## config.mk

```make
export PLATFORM = sky130hd
export DESIGN_NAME = chg_ctrl
export DESIGN_NICKNAME = d
export VERILOG_FILES = /design/src/hdl/chg_ctrl_pkg.sv /design/src/hdl/chg_ctrl.sv /design/src/hdl/ov_deglitch.sv /design/src/hdl/sync_pin.sv
export SDC_FILE = /design/constraint.sdc
export NUM_CORES = 1
export LEC_CHECK = 0
export ABC_AREA = 1
export BUFFER_PORTS_ARGS = -buffer_cell sky130_fd_sc_hd__buf_2
export CAP_MARGIN = 40
export CORE_MARGIN = 10
export CORE_UTILIZATION = 59
export CTS_CLUSTER_SIZE = 12
export DETAILED_ROUTE_END_ITERATION = 10
export PLACE_DENSITY = 0.8
export RECOVER_POWER = 100
export SLEW_MARGIN = 20
export SYNTH_ARGS = -nofsm -noshare
export SYNTH_HDL_FRONTEND = slang
export SYNTH_SLANG_ARGS = --single-unit
```

## constraint.sdc

```tcl
create_clock -name core_clk -period 3.23 [get_ports core_clk]
set_clock_uncertainty 0.1 [all_clocks]
set_input_delay 0.323 -clock core_clk [delete_from_list [all_inputs] [get_ports core_clk]]
set_output_delay 0.323 -clock core_clk [all_outputs]
set_load 0.1 [all_outputs]
```

## src/hdl/chg_ctrl_pkg.sv

```systemverilog
// Package of constants and carrier types for the charger control block
package chg_ctrl_pkg;

  // ****************************************
  // Clock and timing
  // ****************************************
  localparam int CLK_HZ            = 25000000;
  localparam int CLK_NS            = 40;
  localparam int OV_ENTER_US       = 100;
  localparam int OV_EXIT_MS        = 12;
  localparam int CAL_MS            = 40;
  localparam int BOOST_HS_NS       = 225;
  localparam int OV_ENTER_CYCLES   = OV_ENTER_US * (CLK_HZ / 1000000);
  localparam int OV_EXIT_CYCLES    = OV_EXIT_MS * (CLK_HZ / 1000);
  localparam int CAL_CYCLES        = CAL_MS * (CLK_HZ / 1000);
  localparam int BOOST_HS_CYCLES   = (BOOST_HS_NS + CLK_NS - 1) / CLK_NS;
  localparam int FSW_MIN_HZ        = 200000;
  localparam int FSW_MAX_HZ        = 600000;
  localparam int PERIOD_MAX_CYCLES = CLK_HZ / FSW_MIN_HZ;
  localparam int PERIOD_MIN_CYCLES = CLK_HZ / FSW_MAX_HZ;
  localparam int SYNC_LOST_CYCLES  = 2 * PERIOD_MAX_CYCLES;
  localparam int PFM_SKIP_MAX      = 7;

  // ****************************************
  // Widths and reset values
  // ****************************************
  localparam int REG_W             = 16;
  localparam int CNT_W             = 20;
  localparam int PER_W             = 8;
  localparam logic [REG_W-1:0] VREG_DEFAULT = 16'h0000;
  localparam logic LIGHT_LOAD_RESET = 1'b0;

  // ****************************************
  // Types
  // ****************************************
  typedef enum logic [1:0] {MODE_BUCK, MODE_BUCK_BOOST, MODE_BOOST}
    conv_mode_type;

  typedef enum {ST_OFF, ST_CAL, ST_RUN} conv_state_type;

  typedef struct packed {
    logic buck_hs;
    logic buck_ls;
    logic boost_ls;
    logic boost_hs;
  } gate_type;

  typedef struct packed {
    logic input_ok;
    logic battery_ok;
    logic battery_above_low;
    logic input_undervolt_sense;
    logic input_undervolt_dpm;
    logic input_overvolt_sense;
  } sense_type;

endpackage : chg_ctrl_pkg

```

## src/hdl/chg_ctrl.sv

```systemverilog
// Power-up, input qualification and switch gating of the charge controller
`timescale 1ns/10ps
`default_nettype none
module chg_ctrl
  import chg_ctrl_pkg::*;
(
  input  wire logic                core_clk,
  input  wire logic                arst_n,
  input  wire sense_type           sense_pins,
  input  wire logic                freq_set_sync_pin,
  input  wire logic [PER_W-1:0]    period_cycles,
  input  wire logic [PER_W-1:0]    duty_cycles,
  input  wire conv_mode_type       mode_sel,
  input  wire logic                light_load,
  input  wire logic                charge_enable,
  input  wire logic                reverse_enable_bit,
  input  wire logic                light_load_wr,
  input  wire logic                light_load_wdata,
  input  wire logic [REG_W-1:0]    input_regulation_register,
  input  wire logic [REG_W-1:0]    pin_regulation_level,
  output logic                     power_good_n,
  output logic                     gate_drive_regulator,
  output logic                     host_port_ready,
  output logic                     converter_on,
  output logic                     input_regulation,
  output logic [REG_W-1:0]         regulation_target,
  output logic                     light_load_enable_bit,
  output logic                     pulse_frequency_mode,
  output logic                     calibrating,
  output logic                     sync_locked,
  output gate_type                 gates
);

  // ****************************************
  // Input synchronisation and filtering
  // ****************************************
  sense_type sense;
  logic      sync_clk;
  logic      ov_filtered;

  sync_pin #(.W($bits(sense_type) + 1)) u_sync (
    .core_clk (core_clk),
    .arst_n   (arst_n),
    .pin_in   ({sense_pins, freq_set_sync_pin}),
    .pin_out  ({sense, sync_clk})
  );

  ov_deglitch u_ov (
    .core_clk  (core_clk),
    .arst_n    (arst_n),
    .level_in  (sense.input_overvolt_sense),
    .level_out (ov_filtered)
  );

  // ****************************************
  // Power-on reset and qualification
  // ****************************************
  logic input_ok_d;
  logic battery_ok_d;
  logic por_pulse;
  wire  input_rise   = sense.input_ok && !input_ok_d;
  wire  battery_rise = sense.battery_ok && !battery_ok_d;
  wire  next_por     = (input_rise && !battery_ok_d)
                     || (battery_rise && !input_ok_d);
  wire  in_window    = sense.input_ok && sense.input_undervolt_sense
                     && !ov_filtered;
  wire  fault_stop   = !sense.input_undervolt_sense || ov_filtered;
  wire  forward_go   = in_window && charge_enable;
  wire  reverse_go   = !sense.input_ok && sense.battery_ok
                     && reverse_enable_bit;
  wire  run_request  = forward_go || reverse_go;
  wire  next_regulator = (sense.input_ok && charge_enable)
                       || (sense.battery_ok && reverse_enable_bit);
  wire  next_ready   = sense.input_ok || sense.battery_ok;
  wire [REG_W-1:0] next_target =
    (input_regulation_register > VREG_DEFAULT
     && input_regulation_register > pin_regulation_level)
    ? input_regulation_register : pin_regulation_level;

  always_ff @(posedge core_clk or negedge arst_n) begin
    if (!arst_n) begin
      input_ok_d           <= 1'b0;
      battery_ok_d         <= 1'b0;
      por_pulse            <= 1'b0;
      power_good_n         <= 1'b1;
      gate_drive_regulator <= 1'b0;
      host_port_ready      <= 1'b0;
      input_regulation     <= 1'b0;
      regulation_target    <= VREG_DEFAULT;
    end else begin
      input_ok_d           <= sense.input_ok;
      battery_ok_d         <= sense.battery_ok;
      por_pulse            <= next_por;
      power_good_n         <= !in_window;
      gate_drive_regulator <= next_regulator && !fault_stop
                              || (next_regulator && reverse_go);
      host_port_ready      <= next_ready && !next_por;
      input_regulation     <= sense.input_ok
                              && !sense.input_undervolt_dpm;
      regulation_target    <= next_target;
    end
  end

  // ****************************************
  // Sync clock detection and oscillator
  // ****************************************
  logic             sync_d;
  logic [CNT_W-1:0] sync_gap;
  logic [PER_W-1:0] sync_period;
  logic [PER_W-1:0] osc_count;
  wire  sync_edge   = sync_clk && !sync_d;
  wire  gap_ok      = sync_gap >= CNT_W'(PERIOD_MIN_CYCLES - 1)
                   && sync_gap <= CNT_W'(PERIOD_MAX_CYCLES);
  wire [PER_W-1:0] active_period = sync_locked ? sync_period
                                               : period_cycles;
  wire  cycle_start = osc_count >= active_period - PER_W'(1);

  always_ff @(posedge core_clk or negedge arst_n) begin
    if (!arst_n) begin
      sync_d      <= 1'b0;
      sync_gap    <= '0;
      sync_period <= '0;
      sync_locked <= 1'b0;
      osc_count   <= '0;
    end else begin
      sync_d <= sync_clk;
      if (sync_edge) begin
        sync_gap    <= '0;
        sync_locked <= gap_ok;
        sync_period <= PER_W'(sync_gap + CNT_W'(1));
      end else if (sync_gap >= CNT_W'(SYNC_LOST_CYCLES)) begin
        sync_locked <= 1'b0;
      end else begin
        sync_gap <= sync_gap + CNT_W'(1);
      end
      if (cycle_start || (sync_edge && sync_locked)) begin
        osc_count <= '0;
      end else begin
        osc_count <= osc_count + PER_W'(1);
      end
    end
  end

  // ****************************************
  // Converter state, calibration, light load
  // ****************************************
  conv_state_type   state;
  conv_state_type   next_state;
  logic [CNT_W-1:0] cal_count;
  logic             cal_on_output;
  logic [2:0]       skip_count;
  logic             phase_b;
  wire  starting = state == ST_OFF && next_state == ST_CAL;
  wire  stop_all = por_pulse || (!reverse_go && fault_stop)
                 || !run_request;

  always_comb begin
    next_state = state;
    case (state)
      ST_OFF:  if (run_request && !por_pulse) next_state = ST_CAL;
      ST_CAL:  if (stop_all) next_state = ST_OFF;
               else if (cal_count >= CNT_W'(CAL_CYCLES - 1))
                 next_state = ST_RUN;
      ST_RUN:  if (stop_all) next_state = ST_OFF;
      default: next_state = ST_OFF;
    endcase
  end

  wire pulse_skip = pulse_frequency_mode && light_load
                  && skip_count != 3'(PFM_SKIP_MAX);
  wire next_ll_bit = (por_pulse) ? LIGHT_LOAD_RESET
                   : (starting && sync_locked) ? 1'b0
                   : light_load_wr ? light_load_wdata
                   : light_load_enable_bit;

  always_ff @(posedge core_clk or negedge arst_n) begin
    if (!arst_n) begin
      state                 <= ST_OFF;
      cal_count             <= '0;
      cal_on_output         <= 1'b0;
      light_load_enable_bit <= LIGHT_LOAD_RESET;
      skip_count            <= '0;
      phase_b               <= 1'b0;
    end else begin
      state                 <= next_state;
      light_load_enable_bit <= next_ll_bit;
      if (starting) begin
        cal_count     <= '0;
        cal_on_output <= sense.battery_above_low;
      end else if (state == ST_CAL) begin
        cal_count <= cal_count + CNT_W'(1);
      end
      if (cycle_start) begin
        phase_b    <= !phase_b;
        skip_count <= pulse_skip ? skip_count + 3'(1) : '0;
      end
    end
  end

  // ****************************************
  // Switch gating
  // ****************************************
  wire pwm_on  = osc_count < duty_cycles;
  wire hs_min  = osc_count < PER_W'(BOOST_HS_CYCLES);
  wire sw_buck  = pwm_on && !pulse_skip;
  wire sw_boost = (pwm_on || hs_min) && !pulse_skip;
  gate_type next_gates;

  always_comb begin
    next_gates = '0;
    case (state)
      ST_CAL: begin
        if (cal_on_output) begin
          next_gates.boost_hs = !sw_buck;
          next_gates.boost_ls = sw_buck;
          next_gates.buck_hs  = 1'b1;
        end else begin
          next_gates.buck_hs = sw_buck;
          next_gates.buck_ls = !sw_buck;
        end
      end
      ST_RUN: begin
        case (mode_sel)
          MODE_BUCK: begin
            next_gates.buck_hs  = sw_buck;
            next_gates.buck_ls  = !sw_buck && !pulse_skip;
            next_gates.boost_hs = 1'b1;
          end
          MODE_BOOST: begin
            next_gates.buck_hs  = 1'b1;
            next_gates.boost_ls = !sw_boost && !pulse_skip;
            next_gates.boost_hs = sw_boost;
          end
          default: begin
            next_gates.buck_hs  = phase_b ? 1'b1 : sw_buck;
            next_gates.buck_ls  = !phase_b && !sw_buck && !pulse_skip;
            next_gates.boost_hs = phase_b ? sw_boost : 1'b1;
            next_gates.boost_ls = phase_b && !sw_boost
                                  && !pulse_skip;
          end
        endcase
      end
      default: next_gates = '0;
    endcase
  end

  always_ff @(posedge core_clk or negedge arst_n) begin
    if (!arst_n) begin
      gates                <= '0;
      converter_on         <= 1'b0;
      calibrating          <= 1'b0;
      pulse_frequency_mode <= 1'b0;
    end else begin
      gates                <= next_gates;
      converter_on         <= state != ST_OFF;
      calibrating          <= state == ST_CAL;
      pulse_frequency_mode <= light_load_enable_bit;
    end
  end

endmodule : chg_ctrl
`default_nettype wire

```

## src/hdl/ov_deglitch.sv

```systemverilog
// Asymmetric deglitch filter for a synchronised comparator level
`timescale 1ns/10ps
`default_nettype none
module ov_deglitch
  import chg_ctrl_pkg::*;
#(
  parameter int RISE_CYCLES = OV_ENTER_CYCLES,
  parameter int FALL_CYCLES = OV_EXIT_CYCLES
) (
  input  wire logic core_clk,
  input  wire logic arst_n,
  input  wire logic level_in,
  output logic      level_out
);

  logic [CNT_W-1:0] count;
  wire              differs = level_in != level_out;
  wire [CNT_W-1:0]  limit   = level_out ? CNT_W'(FALL_CYCLES - 1)
                                        : CNT_W'(RISE_CYCLES - 1);

  always_ff @(posedge core_clk or negedge arst_n) begin
    if (!arst_n) begin
      count     <= '0;
      level_out <= 1'b0;
    end else if (!differs) begin
      count <= '0;
    end else if (count >= limit) begin
      count     <= '0;
      level_out <= level_in;
    end else begin
      count <= count + CNT_W'(1);
    end
  end

endmodule : ov_deglitch
`default_nettype wire

```

## src/hdl/sync_pin.sv

```systemverilog
// Two-stage synchroniser for pin inputs
`timescale 1ns/10ps
`default_nettype none
module sync_pin #(
  parameter int W = 1
) (
  input  wire logic         core_clk,
  input  wire logic         arst_n,
  input  wire logic [W-1:0] pin_in,
  output logic      [W-1:0] pin_out
);

  logic [W-1:0] stage1;

  always_ff @(posedge core_clk or negedge arst_n) begin
    if (!arst_n) begin
      stage1  <= '0;
      pin_out <= '0;
    end else begin
      stage1  <= pin_in;
      pin_out <= stage1;
    end
  end

endmodule : sync_pin
`default_nettype wire

```

==> metrics.csv, run 1 <==
metric,value,unit
status,"complete, but fails checks",
failing checks,"capacitance limit, slew limit",
"commonest cells after routing, fill and taps aside","180 x nand2_1, 159 x dfrtp_1, 123 x nor2_1",
final setup vio count,0,
I/O pin total,93,
WS Path Type,flip-flop to flip-flop,
die height,137,µm
Tot Pwr,0.00545,W
RSZ-0062 raised after global routing,false,
Final GP Congestion,0.900,
Final ANT Viol Nets,0,
Sink Count,161,
met3 Track Usage GR,7.18,%
final WL,17100,µm
post-synthesis sequential area ratio,49.9,%
setup TNS,0,ns
Synth Register Bits,161,
Clock transition at path regs,0.06,ns
most used routing layer,met2,
share of layout cells above drive strength 1,11.6,%
die area,18800,µm²
Post-Syn Area,8070,µm²
GR met2 Demand/Resource,30.4,%
vias in the first global route,6311,
synthesized instance count,919,
Layout Nets,1177,
initial antenna violation count,2,
Final Hold Fails,0,
"commonest non-fill, non-tap cell in the layout",nand2_1,
Die W,137,µm
fmax,332,MHz
Critical Path Start Type,flip-flop,
gr usage total,19.1,%
first-pass GRT wire length,28900,µm
CTS tree,built,
"slowest stage delay, CP",0.49,ns
worst skew pair latency,0.42,ns
DR iter-0 viols,407,
DR WL/cell,13.6,µm
syn avg cell area,8.78,µm²
Multi-input gate area,3600,µm²
top_reg_cell synth,dfrtp_1,
Port Buffers,92,
post-synthesis cell type count,44,
met1 Resource Use GR,23.6,%
residual DRC count,0,
FP Rows,42,
HP Class,input pin to flip-flop,
core footprint,13300,µm²
fin area,9520,µm²
cells along the critical path,"inv_1, nand2_1, nand2_1, inv_1, nand3_1, nor2_1, nand4_1, xor2_1, ha_1, a21oi_1, o21a_1, nand3_1, o21bai_4, nor3b_1",
power per cell area,572,nW/µm²
Overflow after GRT,0,
Slew Limit Fails,71,
DP Wirelength,12300,µm
via count,6425,
"CP delay by family, top",simple AND/OR/NAND/NOR gates,
via/cell ratio,5.12,
H-tree levels,4,
Tightest Pin Transition,1.71,ns
Slew headroom,-14.2,%
worst path bufs/invs,2,
Fill cells,1013,
crit path DAT,3.24,ns
pin count of the biggest net entering global routing,71,
maxcap violations,1,
asr flop ratio synth,100,%
Crit Path Max Fanout,10,
clock root cell,clkbuf_16,
1st-pass router iterations,5,
register area,4030,µm²
TritonCTS Buffers,17,
Area growth syn-to-layout,18.0,%
"Req. time, crit path",3.46,ns
peak supply drop,0.368,mV
synthesis warning total,0,
Post-DP Area,8840,µm²
part of the cycle the worst path needs,93.1,%
Leak,4.82,nW
"EDFF count, synth",0,
reg2reg setup slack,0.22,ns
clock buffer depth,2,
CP endpoint kind,flip-flop,
CP max stage cell,dfrtp_2,
Initial Util,60.7,%
minimum clock period,3.01,ns
-- report_power, final --
part | internal (W) | switching, W
clock network | 0.00133 | 0.000836
logic | 0.000299 | 0.000680
registers | 0.00218 | 0.000122
-- kinds of logic after synthesis --
kind of cell	after synthesis	synth area share (%)
muxes	5	0.620
AOI/OAI and AO/OA	78	5.50
and+or+nand+nor	450	25.2
DFF	161	49.9
xor gates and xnor gates	42	4.56
adders and majority gates	48	7.44
buffers and inverters	134	6.70
other	1	0.0465
-- stage by stage --
| step | setup WS [ns] | std cells | utilization (%) | hold WS, ns |
|---|---|---|---|---|
| after detailed placement | 0.269 | 1212 | 66.5 | 0.235 |
| after global routing | 0.00340 | 1254 | 71.6 | 0.00397 |
| after floorplan | 0.135 | 948 | - | -0.0726 |
| after global placement | 0.357 | 1212 | 66.5 | 0.232 |
| after CTS | 0.244 | 1254 | 72.1 | 0.000267 |
| final | 0.221 | 1256 | 71.6 | 0.00557 |
-- synth_stat cells, types with 4 or more instances --
master    instances  area (µm²)
buf_6             4        45.0
nor2_1          121         454
nand4_1          26         163
nand3_1          71         355
xor2_1           31         272
nand3b_1          6        45.0
xnor2_1          11        96.3
o21ai_1           5        25.0
nor4_1            5        31.3
dfrtp_1         160        4000
mux2i_1           5        50.1
inv_1           115         432
o22ai_1           4        25.0
nand2_1         178         668
o21ai_0          30         150
a21oi_1          24         120
inv_2             8        30.0
ha_1             48         601
nor3_1           18        90.1
-- state kept, by name, summed over array words and instances, names as in the netlist, 7 cells and up --
name	cells
cal_count	20
osc_count	8
regulation_target	16
state	32
sync_gap	20
sync_period	8
u_ov.count	20
u_sync.pin_out	7
u_sync.stage1	7
-- tightest hold or removal path: cells and delay by family --
| family | cells | cell delay [ns] |
|---|---|---|
| buffers and inverters | 1 | 0.09 |
| and+or+nand+nor | 2 | 0.09 |
-- final timing paths --
kind | endpoint | depth (start not counted) | start
max in group asynchronous | state[7]$_DFF_PN0_ | 3 | arst_n
worst min-delay path | regulation_target[8]$_DFF_PN0_ | 3 | pin_regulation_level[8]
worst min register to register | u_sync.pin_out[6]$_DFF_PN0_ | 0 | u_sync.stage1[6]$_DFF_PN0_
worst max register to register | osc_count[4]$_DFF_PN0_ | 14 | sync_locked$_DFFE_PN0P_
worst max-delay path | osc_count[4]$_DFF_PN0_ | 14 | sync_locked$_DFFE_PN0P_
min in group asynchronous | osc_count[3]$_DFF_PN0_ | 2 | arst_n
-- layer usage --
layer / part of all wire [%] / vias to the layer above
li1: - / 3248
met1: 44 / 2953
met2: 46 / 202
met3: 8.5 / 22
met4: 1.2 / 0
met5: 0 / -
-- timing repair --
item	CTS	global route
hold buffers	10	0
endpoints found under the setup margin	0	2
hold endpoints to repair	75	0
gates resized for setup	0	2
buffers inserted	0	0
-- area by class of cell --
class,count,share of cell area (%)
Clock inverter,14,2.14
Inverter,123,4.85
Sequential cell,161,42.3
Multi-Input combinational cell,653,37.8
Tap cell,176,2.31
Antenna cell,2,0.0526
Timing Repair Buffer,109,5.89
Clock buffer,18,4.61
(Power assumes the default switching activity.)
==> run 2, diff against run 1 <==
Settings changed: RECOVER_POWER 100 to default.
==> metrics.csv, run 2 (synthesized netlist as in run 1, its figures left out) <==
metric,value,unit
Layout Nets,1177,
core footprint,13300,µm²
I/O pin total,93,
"CP delay by family, top",simple AND/OR/NAND/NOR gates,
"commonest non-fill, non-tap cell in the layout",nand2_1,
HP Class,input pin to flip-flop,
Leak,4.94,nW
utilization after layout,72.2,%
CTS tree,built,
Final GP Congestion,0.900,
"commonest cells after routing, fill and taps aside","178 x nand2_1, 159 x dfrtp_1, 121 x nor2_1",
gr usage total,19.1,%
Fill cells,986,
worst skew pair latency,0.42,ns
final setup vio count,0,
first-pass GRT wire length,28900,µm
WS Path Type,flip-flop to flip-flop,
die area,18800,µm²
Reg power frac,42.2,%
Final Hold Fails,0,
initial antenna violation count,2,
sw frac,29.9,%
CP endpoint kind,flip-flop,
postcts setup bufs,0,
DP Wirelength,12300,µm
DR WL/cell,13.6,µm
number of flip-flops in the largest register,32,
RSZ-0062 raised after global routing,false,
fmax,332,MHz
Clock transition at path regs,0.06,ns
combinational group share of total power,18.2,%
"slowest stage delay, CP",0.49,ns
vias in the first global route,6311,
pin count of the biggest net entering global routing,71,
Crit Path Max Fanout,10,
CP max stage cell,dfrtp_2,
peak supply drop,0.367,mV
share of layout cells above drive strength 1,15.4,%
crit path DAT,3.24,ns
power per cell area,568,nW/µm²
Tightest Pin Transition,0.641,ns
minimum clock period,3.01,ns
Overflow after GRT,0,
DR iter-0 viols,390,
Final ANT Viol Nets,0,
Area growth syn-to-layout,19.0,%
FP Rows,42,
via/cell ratio,5.12,
cells along the critical path,"inv_1, nand2_1, nand2_1, inv_1, nand3_1, nor2_1, nand4_1, xor2_1, ha_1, a21oi_1, o21a_1, nand3_1, o21bai_4, nor3b_1",
H-tree levels,4,
clock power share,39.6,%
worst path bufs/invs,2,
Sw Pwr,0.00163,W
Reg with most FFs,state,
part of the cycle the worst path needs,93.2,%
status,completed,
"Req. time, crit path",3.46,ns
Port Buffers,92,
clock root cell,clkbuf_16,
via count,6434,
1st-pass router iterations,6,
residual DRC count,0,
TritonCTS Buffers,17,
die height,137,µm
final WL,17000,µm
Initial Util,60.7,%
Sink Count,161,
Slew headroom,57.2,%
setup TNS,0,ns
clock buffer depth,2,
internal power,0.00382,W
Slew Limit Fails,0,
Die W,137,µm
Critical Path Start Type,flip-flop,
maxcap violations,0,
-- run 2: cell count changes in the layout (fill, tap and decap cells not counted), moves of 5 or more --
cell,previous run,this run
inv_2,3,8
buf_4,2,7
buf_2,61,91
clkbuf_1,32,0
inv_1,120,115
-- run 2: per-layer routing --
layer	vias to the layer above	global-route usage (%)	part of all wire (%)
met5	-	0	0
met4	0	5.85	1.4
li1	3243	-	-
met2	196	30.4	47
met3	28	7.18	8.7
met1	2967	23.6	43
-- run 2: stage by stage --
step           power [W]  cell area (µm²)  cells  hold slack (ns)  setup WS, ns
6_report         0.00546             9600   1256          0.00940         0.218
5_1_grt          0.00573             9600   1254          0.00397       0.00504
4_1_cts          0.00549             9580   1254         0.000267         0.244
3_5_place_dp     0.00331             8840   1212            0.235         0.269
3_3_place_gp     0.00328             8840   1212            0.232         0.357
2_1_floorplan    0.00304             8180    948          -0.0726         0.135
-- run 2: repair_timing --
item	4_1_cts	5_1_grt
hold buffers	10	0
setup endpoints to repair	0	2
hold endpoints to repair	75	0
gates resized for setup	0	2
-- run 2: area by class of cell --
cell class	count	area, µm²	area share (%)
Clock inverter	14	204	2.12
Tap cell	176	220	2.29
Multi-Input combinational cell	653	3620	37.7
Antenna cell	2	5.00	0.0521
Inverter	123	462	4.81
Clock buffer	18	439	4.57
Timing Repair Buffer	109	619	6.45
Sequential cell	161	4030	42.0
-- run 2: power groups by stage --
stage	Clock, W	Sequential (W)	Combinational [W]
2_1_floorplan	0	0.00256	0.000484
3_3_place_gp	0	0.00233	0.000950
3_5_place_dp	0	0.00234	0.000974
4_1_cts	0.00219	0.00230	0.000994
5_1_grt	0.00229	0.00233	0.00112
6_report	0.00216	0.00230	0.000994
-- run 2: final timing paths --
kind	end	cells past startpoint	slack, ns	from
max in group asynchronous	regulation_target[15]$_DFF_PN0_	3	1.85	arst_n
min in group asynchronous	osc_count[3]$_DFF_PN0_	2	0.36	arst_n
worst min register to register	u_sync.pin_out[6]$_DFF_PN0_	0	0.24	u_sync.stage1[6]$_DFF_PN0_
worst max-delay path	osc_count[4]$_DFF_PN0_	14	0.22	sync_locked$_DFFE_PN0P_
worst min-delay path	regulation_target[8]$_DFF_PN0_	3	0.009	pin_regulation_level[8]
worst max register to register	osc_count[4]$_DFF_PN0_	14	0.22	sync_locked$_DFFE_PN0P_
-- run 2: worst reg2reg max path, delay by kind of cell (launching register included) --
family / cells / cell delay (ns)
buffers and inverters: 2 / 0.26
DFF: 1 / 0.49
AOI/OAI and AO/OA: 3 / 0.60
xor gates and xnor gates: 1 / 0.17
adders and majority gates: 1 / 0.30
and+or+nand+nor: 7 / 1.00
